**src/tast_map.svh**
```systemverilog
// register map, field positions and timing constants of the 16-bit timer
`ifndef TAST_MAP_SVH
`define TAST_MAP_SVH
//------------------------------------------------------------
// offsets
//------------------------------------------------------------
`define TAST_OFF_CTRL   4'h0
`define TAST_OFF_COUNT  4'h1
`define TAST_OFF_PERIOD 4'h2
`define TAST_OFF_STATUS 4'h3
`define TAST_OFF_SRC    4'h4
`define TAST_OP_WRITE   2'h0
`define TAST_OP_CLR     2'h1
`define TAST_OP_SET     2'h2
`define TAST_OP_INV     2'h3
//------------------------------------------------------------
// control fields
//------------------------------------------------------------
`define TAST_B_ON     15
`define TAST_B_IDLE   13
`define TAST_B_WBLK   12
`define TAST_B_WPEND  11
`define TAST_B_GATE   7
`define TAST_B_PS_HI  5
`define TAST_B_PS_LO  4
`define TAST_B_SYNC   2
`define TAST_B_CS     1
`define TAST_B_SOSC   0
`define TAST_B_FLAG   0
//------------------------------------------------------------
// values
//------------------------------------------------------------
`define TAST_PERIOD_RST 16'hFFFF
`define TAST_DIV1   8'h00
`define TAST_DIV8   8'h07
`define TAST_DIV64  8'h3F
`define TAST_DIV256 8'hFF
`define TAST_CLK_NS  10
`define TAST_XFER_NS 30
`define TAST_XFER_CYC ((`TAST_XFER_NS + `TAST_CLK_NS - 1) / `TAST_CLK_NS)
`endif

```
**src/tast_pkg.sv**
```systemverilog
// types of the 16-bit timer
package tast_pkg;
    typedef enum logic [0:0] {
        TAST_W_IDLE = 1'b0,
        TAST_W_PEND = 1'b1
    } tast_wstate_type;

    typedef struct packed {
        logic            on;
        logic            idle_stop;
        logic            wr_block;
        logic            gate_en;
        logic [1:0]      prescale;
        logic            sync;
        logic            csrc;
        logic            sosc_sel;
        logic [15:0]     count;
        logic [15:0]     period;
        logic            match_flag;
        logic            match_pulse;
        logic [7:0]      pre_cnt;
        tast_wstate_type wstate;
        logic [3:0]      pend_cnt;
        logic [15:0]     staged;
        logic            ext_s1;
        logic            ext_s2;
        logic            ext_s3;
        logic            osc_s1;
        logic            osc_s2;
        logic            osc_s3;
        logic            gate_s1;
        logic            gate_s2;
        logic [31:0]     rdata;
    } tast_state_type;
endpackage

```
**src/tast_timer.sv**
```systemverilog
// 16-bit timer with prescaler, gating and async count write
//
// The plain strobed port and the register addresses were decided locally.
`timescale 1ns/1ns
`include "tast_map.svh"
module tast_timer #(
    parameter logic [3:0] XFER_CYC = 4'(`TAST_XFER_CYC)
) (
    // clock and reset
    input  wire logic        mclk,
    input  wire logic        rst,
    // register port
    input  wire logic [7:0]  addr,
    input  wire logic [31:0] wdata,
    input  wire logic        wr,
    input  wire logic        rd,
    output logic [31:0]      rdata,
    // power state
    input  wire logic        idle_mode,
    input  wire logic        sleep_mode,
    // pins
    input  wire logic        external_count_input,
    input  wire logic        gate_input,
    input  wire logic        low_power_osc,
    // status
    output logic [15:0]      count_value,
    output logic             period_match,
    output logic             async_write_pending
);
    //------------------------------------------------------------
    // state
    //------------------------------------------------------------
    tast_pkg::tast_state_type q;
    tast_pkg::tast_state_type d;

    logic [3:0]  reg_sel;
    logic [1:0]  op;
    logic        alias_ok;
    logic        ctrl_wr;
    logic        cnt_wr;
    logic        per_wr;
    logic        stat_wr;
    logic        src_wr;
    logic        async_mode;
    logic        ext_lvl;
    logic        ext_prev;
    logic        ext_edge;
    logic        cnt_in;
    logic        run;
    logic [7:0]  div;
    logic        tick;
    logic        wrap;
    logic        cnt_accept;
    logic        cnt_direct;
    logic        cnt_commit;
    logic [31:0] ctrl_rd;
    logic [31:0] ctrl_new;
    logic [31:0] cnt_new;
    logic [31:0] per_new;
    logic [31:0] stat_new;
    logic [31:0] src_new;

    function automatic logic [31:0] tast_alias(
        input logic [31:0] old,
        input logic [31:0] wd,
        input logic [1:0]  o
    );
        logic [31:0] r;
        r = wd;
        case (o)
            `TAST_OP_CLR: r = old & ~wd;
            `TAST_OP_SET: r = old | wd;
            `TAST_OP_INV: r = old ^ wd;
            default:      r = wd;
        endcase
        return r;
    endfunction

    //------------------------------------------------------------
    // decode
    //------------------------------------------------------------
    always_comb begin
        reg_sel  = addr[7:4];
        op       = addr[3:2];
        alias_ok = (addr[1:0] == 2'h0);
        ctrl_wr  = 1'b0;
        cnt_wr   = 1'b0;
        per_wr   = 1'b0;
        stat_wr  = 1'b0;
        src_wr   = 1'b0;
        if (!wr || !alias_ok) begin
            ctrl_wr = 1'b0;
        end else if (reg_sel == `TAST_OFF_CTRL) begin
            ctrl_wr = 1'b1;
        end else if (reg_sel == `TAST_OFF_COUNT) begin
            cnt_wr = 1'b1;
        end else if (reg_sel == `TAST_OFF_PERIOD) begin
            per_wr = 1'b1;
        end else if (reg_sel == `TAST_OFF_STATUS) begin
            stat_wr = 1'b1;
        end else if (reg_sel == `TAST_OFF_SRC) begin
            src_wr = 1'b1;
        end
    end

    //------------------------------------------------------------
    // counting
    //------------------------------------------------------------
    always_comb begin
        async_mode = q.csrc & ~q.sync;
        ext_lvl    = q.sosc_sel ? q.osc_s2 : q.ext_s2;
        ext_prev   = q.sosc_sel ? q.osc_s3 : q.ext_s3;
        ext_edge   = ext_lvl & ~ext_prev;
        if (q.csrc) begin
            cnt_in = ext_edge;
        end else if (q.gate_en) begin
            cnt_in = q.gate_s2;
        end else begin
            cnt_in = 1'b1;
        end
        // bus clock stops in sleep, only the async path keeps going
        run = q.on & ~(idle_mode & q.idle_stop) & (~sleep_mode | async_mode);
        case (q.prescale)
            2'h0:    div = `TAST_DIV1;
            2'h1:    div = `TAST_DIV8;
            2'h2:    div = `TAST_DIV64;
            default: div = `TAST_DIV256;
        endcase
        tick = run & cnt_in & (q.pre_cnt == div);
        wrap = tick & (q.count == q.period);
        cnt_accept = cnt_wr & async_mode & ~(q.wstate == tast_pkg::TAST_W_PEND & q.wr_block);
        cnt_direct = cnt_wr & ~async_mode;
        cnt_commit = (q.wstate == tast_pkg::TAST_W_PEND) & (q.pend_cnt == 4'h1);
    end

    //------------------------------------------------------------
    // register images
    //------------------------------------------------------------
    always_comb begin
        ctrl_rd = 32'h0000_0000;
        ctrl_rd[`TAST_B_ON]    = q.on;
        ctrl_rd[`TAST_B_IDLE]  = q.idle_stop;
        ctrl_rd[`TAST_B_WBLK]  = q.wr_block;
        ctrl_rd[`TAST_B_WPEND] = async_mode & (q.wstate == tast_pkg::TAST_W_PEND);
        ctrl_rd[`TAST_B_GATE]  = q.gate_en;
        ctrl_rd[`TAST_B_PS_HI:`TAST_B_PS_LO] = q.prescale;
        ctrl_rd[`TAST_B_SYNC]  = q.sync;
        ctrl_rd[`TAST_B_CS]    = q.csrc;
        ctrl_new = tast_alias(ctrl_rd, wdata, op);
        cnt_new  = tast_alias({16'h0000, q.count}, wdata, op);
        per_new  = tast_alias({16'h0000, q.period}, wdata, op);
        stat_new = tast_alias({31'h0000_0000, q.match_flag}, wdata, op);
        src_new  = tast_alias({31'h0000_0000, q.sosc_sel}, wdata, op);
    end

    //------------------------------------------------------------
    // next state
    //------------------------------------------------------------
    always_comb begin
        d = q;
        d.ext_s1  = external_count_input;
        d.ext_s2  = q.ext_s1;
        d.ext_s3  = q.ext_s2;
        d.osc_s1  = low_power_osc;
        d.osc_s2  = q.osc_s1;
        d.osc_s3  = q.osc_s2;
        d.gate_s1 = gate_input;
        d.gate_s2 = q.gate_s1;
        d.match_pulse = wrap;
        if (ctrl_wr) begin
            d.on        = ctrl_new[`TAST_B_ON];
            d.idle_stop = ctrl_new[`TAST_B_IDLE];
            d.wr_block  = ctrl_new[`TAST_B_WBLK];
            d.gate_en   = ctrl_new[`TAST_B_GATE];
            d.prescale  = ctrl_new[`TAST_B_PS_HI:`TAST_B_PS_LO];
            d.sync      = ctrl_new[`TAST_B_SYNC];
            d.csrc      = ctrl_new[`TAST_B_CS];
        end
        if (src_wr) begin
            d.sosc_sel = src_new[`TAST_B_SOSC];
        end
        if (per_wr) begin
            d.period = per_new[15:0];
        end
        if (!q.on) begin
            d.pre_cnt = 8'h00;
        end else if (run && cnt_in) begin
            d.pre_cnt = tick ? 8'h00 : q.pre_cnt + 8'h01;
        end
        // restart on control write: a smaller ratio must not wait out a stale count
        if (ctrl_wr) begin
            d.pre_cnt = 8'h00;
        end
        if (wrap) begin
            d.count = 16'h0000;
        end else if (tick) begin
            d.count = q.count + 16'h0001;
        end
        // a crossing write lands after the last tick of the window
        case (q.wstate)
            tast_pkg::TAST_W_IDLE: begin
                d.pend_cnt = 4'h0;
            end
            tast_pkg::TAST_W_PEND: begin
                d.pend_cnt = q.pend_cnt - 4'h1;
                if (cnt_commit) begin
                    d.count  = q.staged;
                    d.wstate = tast_pkg::TAST_W_IDLE;
                end
            end
            default: begin
                d.wstate = tast_pkg::TAST_W_IDLE;
            end
        endcase
        if (cnt_accept) begin
            d.staged   = cnt_new[15:0];
            d.pend_cnt = XFER_CYC;
            d.wstate   = tast_pkg::TAST_W_PEND;
        end
        if (cnt_direct) begin
            d.count = cnt_new[15:0];
        end
        // the match set wins over a software clear in the same cycle
        if (stat_wr) begin
            d.match_flag = stat_new[`TAST_B_FLAG];
        end
        if (wrap) begin
            d.match_flag = 1'b1;
        end
        d.rdata = 32'h0000_0000;
        if (!rd || addr[3:0] != 4'h0) begin
            d.rdata = 32'h0000_0000;
        end else if (reg_sel == `TAST_OFF_CTRL) begin
            d.rdata = ctrl_rd;
        end else if (reg_sel == `TAST_OFF_COUNT) begin
            d.rdata = {16'h0000, q.count};
        end else if (reg_sel == `TAST_OFF_PERIOD) begin
            d.rdata = {16'h0000, q.period};
        end else if (reg_sel == `TAST_OFF_STATUS) begin
            d.rdata = {31'h0000_0000, q.match_flag};
        end else if (reg_sel == `TAST_OFF_SRC) begin
            d.rdata = {31'h0000_0000, q.sosc_sel};
        end
    end

    always_ff @(posedge mclk or posedge rst) begin
        if (rst) begin
            q        <= '0;
            q.period <= `TAST_PERIOD_RST;
        end else begin
            q <= d;
        end
    end

    always_ff @(posedge mclk or posedge rst) begin
        if (rst) begin
            async_write_pending <= 1'b0;
        end else begin
            async_write_pending <= d.csrc & ~d.sync & (d.wstate == tast_pkg::TAST_W_PEND);
        end
    end

    assign rdata        = q.rdata;
    assign count_value  = q.count;
    assign period_match = q.match_pulse;

    logic quiet;
    assign quiet = !cnt_wr && (q.wstate == tast_pkg::TAST_W_IDLE);
endmodule // tast_timer

```
**config.mk**
```make
export PLATFORM = sky130hd
export DESIGN_NAME = tast_timer
export DESIGN_NICKNAME = d
export VERILOG_FILES = /design/src/tast_pkg.sv /design/src/tast_timer.sv
export VERILOG_INCLUDE_DIRS = /design/src
export SDC_FILE = /design/constraint.sdc
export NUM_CORES = 1
export LEC_CHECK = 0
export BUFFER_PORTS_ARGS = -buffer_cell sky130_fd_sc_hd__buf_2
export CORE_MARGIN = 2
export CORE_UTILIZATION = 59
export CTS_CLUSTER_DIAMETER = 100
export DETAILED_ROUTE_END_ITERATION = 10
export GPL_ROUTABILITY_DRIVEN = 0
export PLACE_DENSITY = 0.9
export SLEW_MARGIN = 30
export SYNTH_ARGS = -nofsm -noshare
export SYNTH_HDL_FRONTEND = slang
export SYNTH_SLANG_ARGS = --single-unit
```
**constraint.sdc**
```tcl
create_clock -name mclk -period 4.05 [get_ports mclk]
set_clock_uncertainty 0.1 [all_clocks]
set_input_delay 1.0125 -clock mclk [delete_from_list [all_inputs] [get_ports mclk]]
set_output_delay 1.0125 -clock mclk [all_outputs]
set_load 0.01 [all_outputs]
```
==> results.md <==
* Top_reg_cell synth: dfrtp_1
* Vias in the first global route at 5895
* Req. time, crit path at 4.13 ns
* CTS clk-pin slew, worst paths at approximately 0.07 ns
* Synth area leader: dfrtp_1
* Initial antenna violation count at 0
* Die area at 13300 um^2
* Post-Syn Area at 7310 um^2
* Crit path max fanout at 13
* WL per Instance at 19.2 um
* Synth Instances at 779
* Setup Crit Path Kind: reg -> reg
* Critical Path AT at ~3.2 ns
* Clk buf depth at 2
* Seq/Total Area, Yosys at 33.5%
* Slew margin rel. at 37.6%
* Die H at between 100 and 150 um
* DRC Markers at 0
* Status: completed
* Fin worst setup slack at 0.908 ns
* Count of cell types in the netlist at 50
* Post-synth top area share at 27.7%
* Final Max Slew Viols at 0
* Sw frac at 31.2%
* Row count at 40
* WHS at 0.252 ns
* Power, Total at 2.67 mW
* Seq pwr share at 43.9%
* Clock power share at 35.6%
* Hold Crit Class: reg -> reg
* CTS tree: done
* Top area cells in the synthesized netlist: dfrtp_1 (28%), ha_1 (15%), a211oi_1 (6.2%), mux2_2 (6.2%), dfstp_2 (5.8%)
* Core Area at 12100 um^2
* Endpoints failing hold at 0
* Max-cap violations at 0
* Sw Pwr at 831 uW
* Vias per cell at 6.33
* Worst path max stage delay at 0.68 ns
* Register bit total from synthesis at 97
* CTS Hold Buffers Added at 0
* Starting density of the core at 60.6%
* Layout Nets at 927
* Fraction of layout cells with a size suffix above 1 at between 20% and 30%
* Detailed-route via count at 6093
* Post-CTS sizing at 0
* Critical path capture point type: register
* Synth Warn # at 0
* Post-Place Setup Slack at 0.884 ns
* Minimum clock period at 3.14 ns
* Die Wd at 115 um
* H-Tree Depth at 3
* Comb power frac at a little over 20%
* Largest net degree at the start of global routing at 81
* Most frequent cells in the layout: ha_1 (88), dfrtp_1 (81), inv_1 (66)
* Initial DRT Pass Iterations at 6
* Unrepaired setup endpoints after global routing: no
* Post-synth EDFFs at 0
* Period Utilization, post-route at 77.6%
* Area Growth Syn to Fin at 6.54%
* Final setup fails at 0
* Power density over cell area at 343 nW/um^2
* Post-CTS Setup Bufs at 0
* First-pass GRT wire length at between 30000 and 40000 um
* Clk_lat worst skew at ~0.35 ns
* Syn_area_per_cell at 9.38 um^2
* WL final at 18500 um
* Slowest stage cell on the critical path: nor4_1
* Port Buffer Count at 66
* Ports at 99
* Critical path cell sequence: xnor2_1 > nand4_1 > nor4_1 > nand3_1 > nand2_1 > o221ai_1
* Commonest non-fill, non-tap cell in the layout: ha_1
* Fillcell total at 910
* # diodes at 0
* Slew @ Worst Pin at 0.936 ns
* Total global routing overflow at 0
* Clock root buffer: clkbuf_16
* Setup_tns at 0 ns
* Maximum vdd drop at 0.000291 V
* Internal power at around 1.8 mW
* Asr flop ratio synth at between 90% and 100%
* Leakage power at 3.56 nW
* Initial drt markers at 848
* Post-DRT Antenna Nets at 0
* Clock sinks at 97
* Total GRT Usage at ~29%
* CP startpoint kind: register
* Post-DP HPWL at 11900 um
* Fmax at 0.318 GHz
* Num CTS Buffers at 9
[metrics by stage]
step / std cells / cell area [um^2] / util (%)
after detailed placement: 947 / 7460 / 61.8
after global routing: 963 / 7790 / 64.6
after CTS: 963 / 7790 / 64.6
after floorplan: 794 / 7370 / -
after global placement: 947 / 7460 / 61.8
final: 963 / 7790 / 64.6
[cell type report]
| cell class | count | area [um^2] | area share, % |
|---|---|---|---|
| Clock buffer | 9 | 225 | 2.89 |
| Sequential cell | 97 | 2450 | 31.4 |
| Multi-Input combinational cell | 535 | 4100 | 52.6 |
| Tap cell | 168 | 210 | 2.70 |
| Inverter | 67 | 254 | 3.26 |
| Clock inverter | 7 | 103 | 1.32 |
| Timing Repair Buffer | 80 | 450 | 5.78 |
[power groups by stage]
stage	Combinational, mW	Clock [mW]	Sequential, mW
3_5_place_dp	0.525	0	1.18
3_3_place_gp	0.494	0	1.18
2_1_floorplan	0.433	0	1.13
5_1_grt	0.608	0.997	1.18
6_report	0.546	0.951	1.17
4_1_cts	0.541	0.961	1.16
[layer usage]
metal	wire (um)	GRT usage (%)	vias to the layer above
met2	8590	44.4	371
li1	-	-	2733
met4	836	15.3	0
met3	1690	6.75	85
met5	0	0	-
met1	7400	37.8	2904
[worst paths after layout]
| path | from | cells past startpoint | endpoint | slack (ns) |
|---|---|---|---|---|
| max in group asynchronous | rst | 3 | q[73] | 2.52 |
| hold / removal | d[38] | 0 | d[37] | 0.25 |
| setup reg to reg | count_value[0] | 6 | count_value[12] | 0.91 |
| min in group asynchronous | rst | 2 | rdata[2] | 0.62 |
| hold reg to reg | d[38] | 0 | d[37] | 0.25 |
| setup / recovery | count_value[0] | 6 | count_value[12] | 0.91 |
[flip-flops by register name (all words and copies together) (netlist names)]
register and count:
async_write_pending 1, count_value 16, ctrl_rd 8, d 5, period_match 1, q 50, rdata 16
[cell families after synthesis]
family,Yosys count,share of synthesized area [%]
other,1,0.0513
buffers and inverters,162,11.2
and+or+nand+nor,174,12.1
muxes,45,7.53
adders and majority gates,88,15.1
AOI/OAI and AO/OA,179,16.6
xor gates and xnor gates,33,3.95
DFF,97,33.5
[cells in the mapped netlist, types with 2 or more instances]
library cell,instances
a211o_1,3
a211oi_1,60
a21o_2,2
a21oi_1,53
a222oi_1,8
a22oi_1,8
a31oi_1,4
and4_1,2
buf_1,2
buf_2,4
buf_4,48
buf_6,2
clkbuf_1,36
clkbuf_2,2
dfrtp_1,81
dfstp_2,16
ha_1,88
inv_1,67
mux2_2,40
mux4_2,4
nand2_1,43
nand2b_1,3
nand3_1,25
nand3b_1,5
nand4_1,9
nor2_1,52
nor3_1,8
nor4_1,13
nor4_2,3
nor4b_1,2
o21ai_0,23
o221ai_1,10
o221ai_2,3
or3_1,2
xnor2_1,33
[critical path: cells and delay by family (launching register included)]
family	cells	cell delay, ns
flops	1	0.53
simple gates	4	1.79
compound gates	1	0.24
xor+xnor	1	0.31
Power figures use the tool's default switching activity.
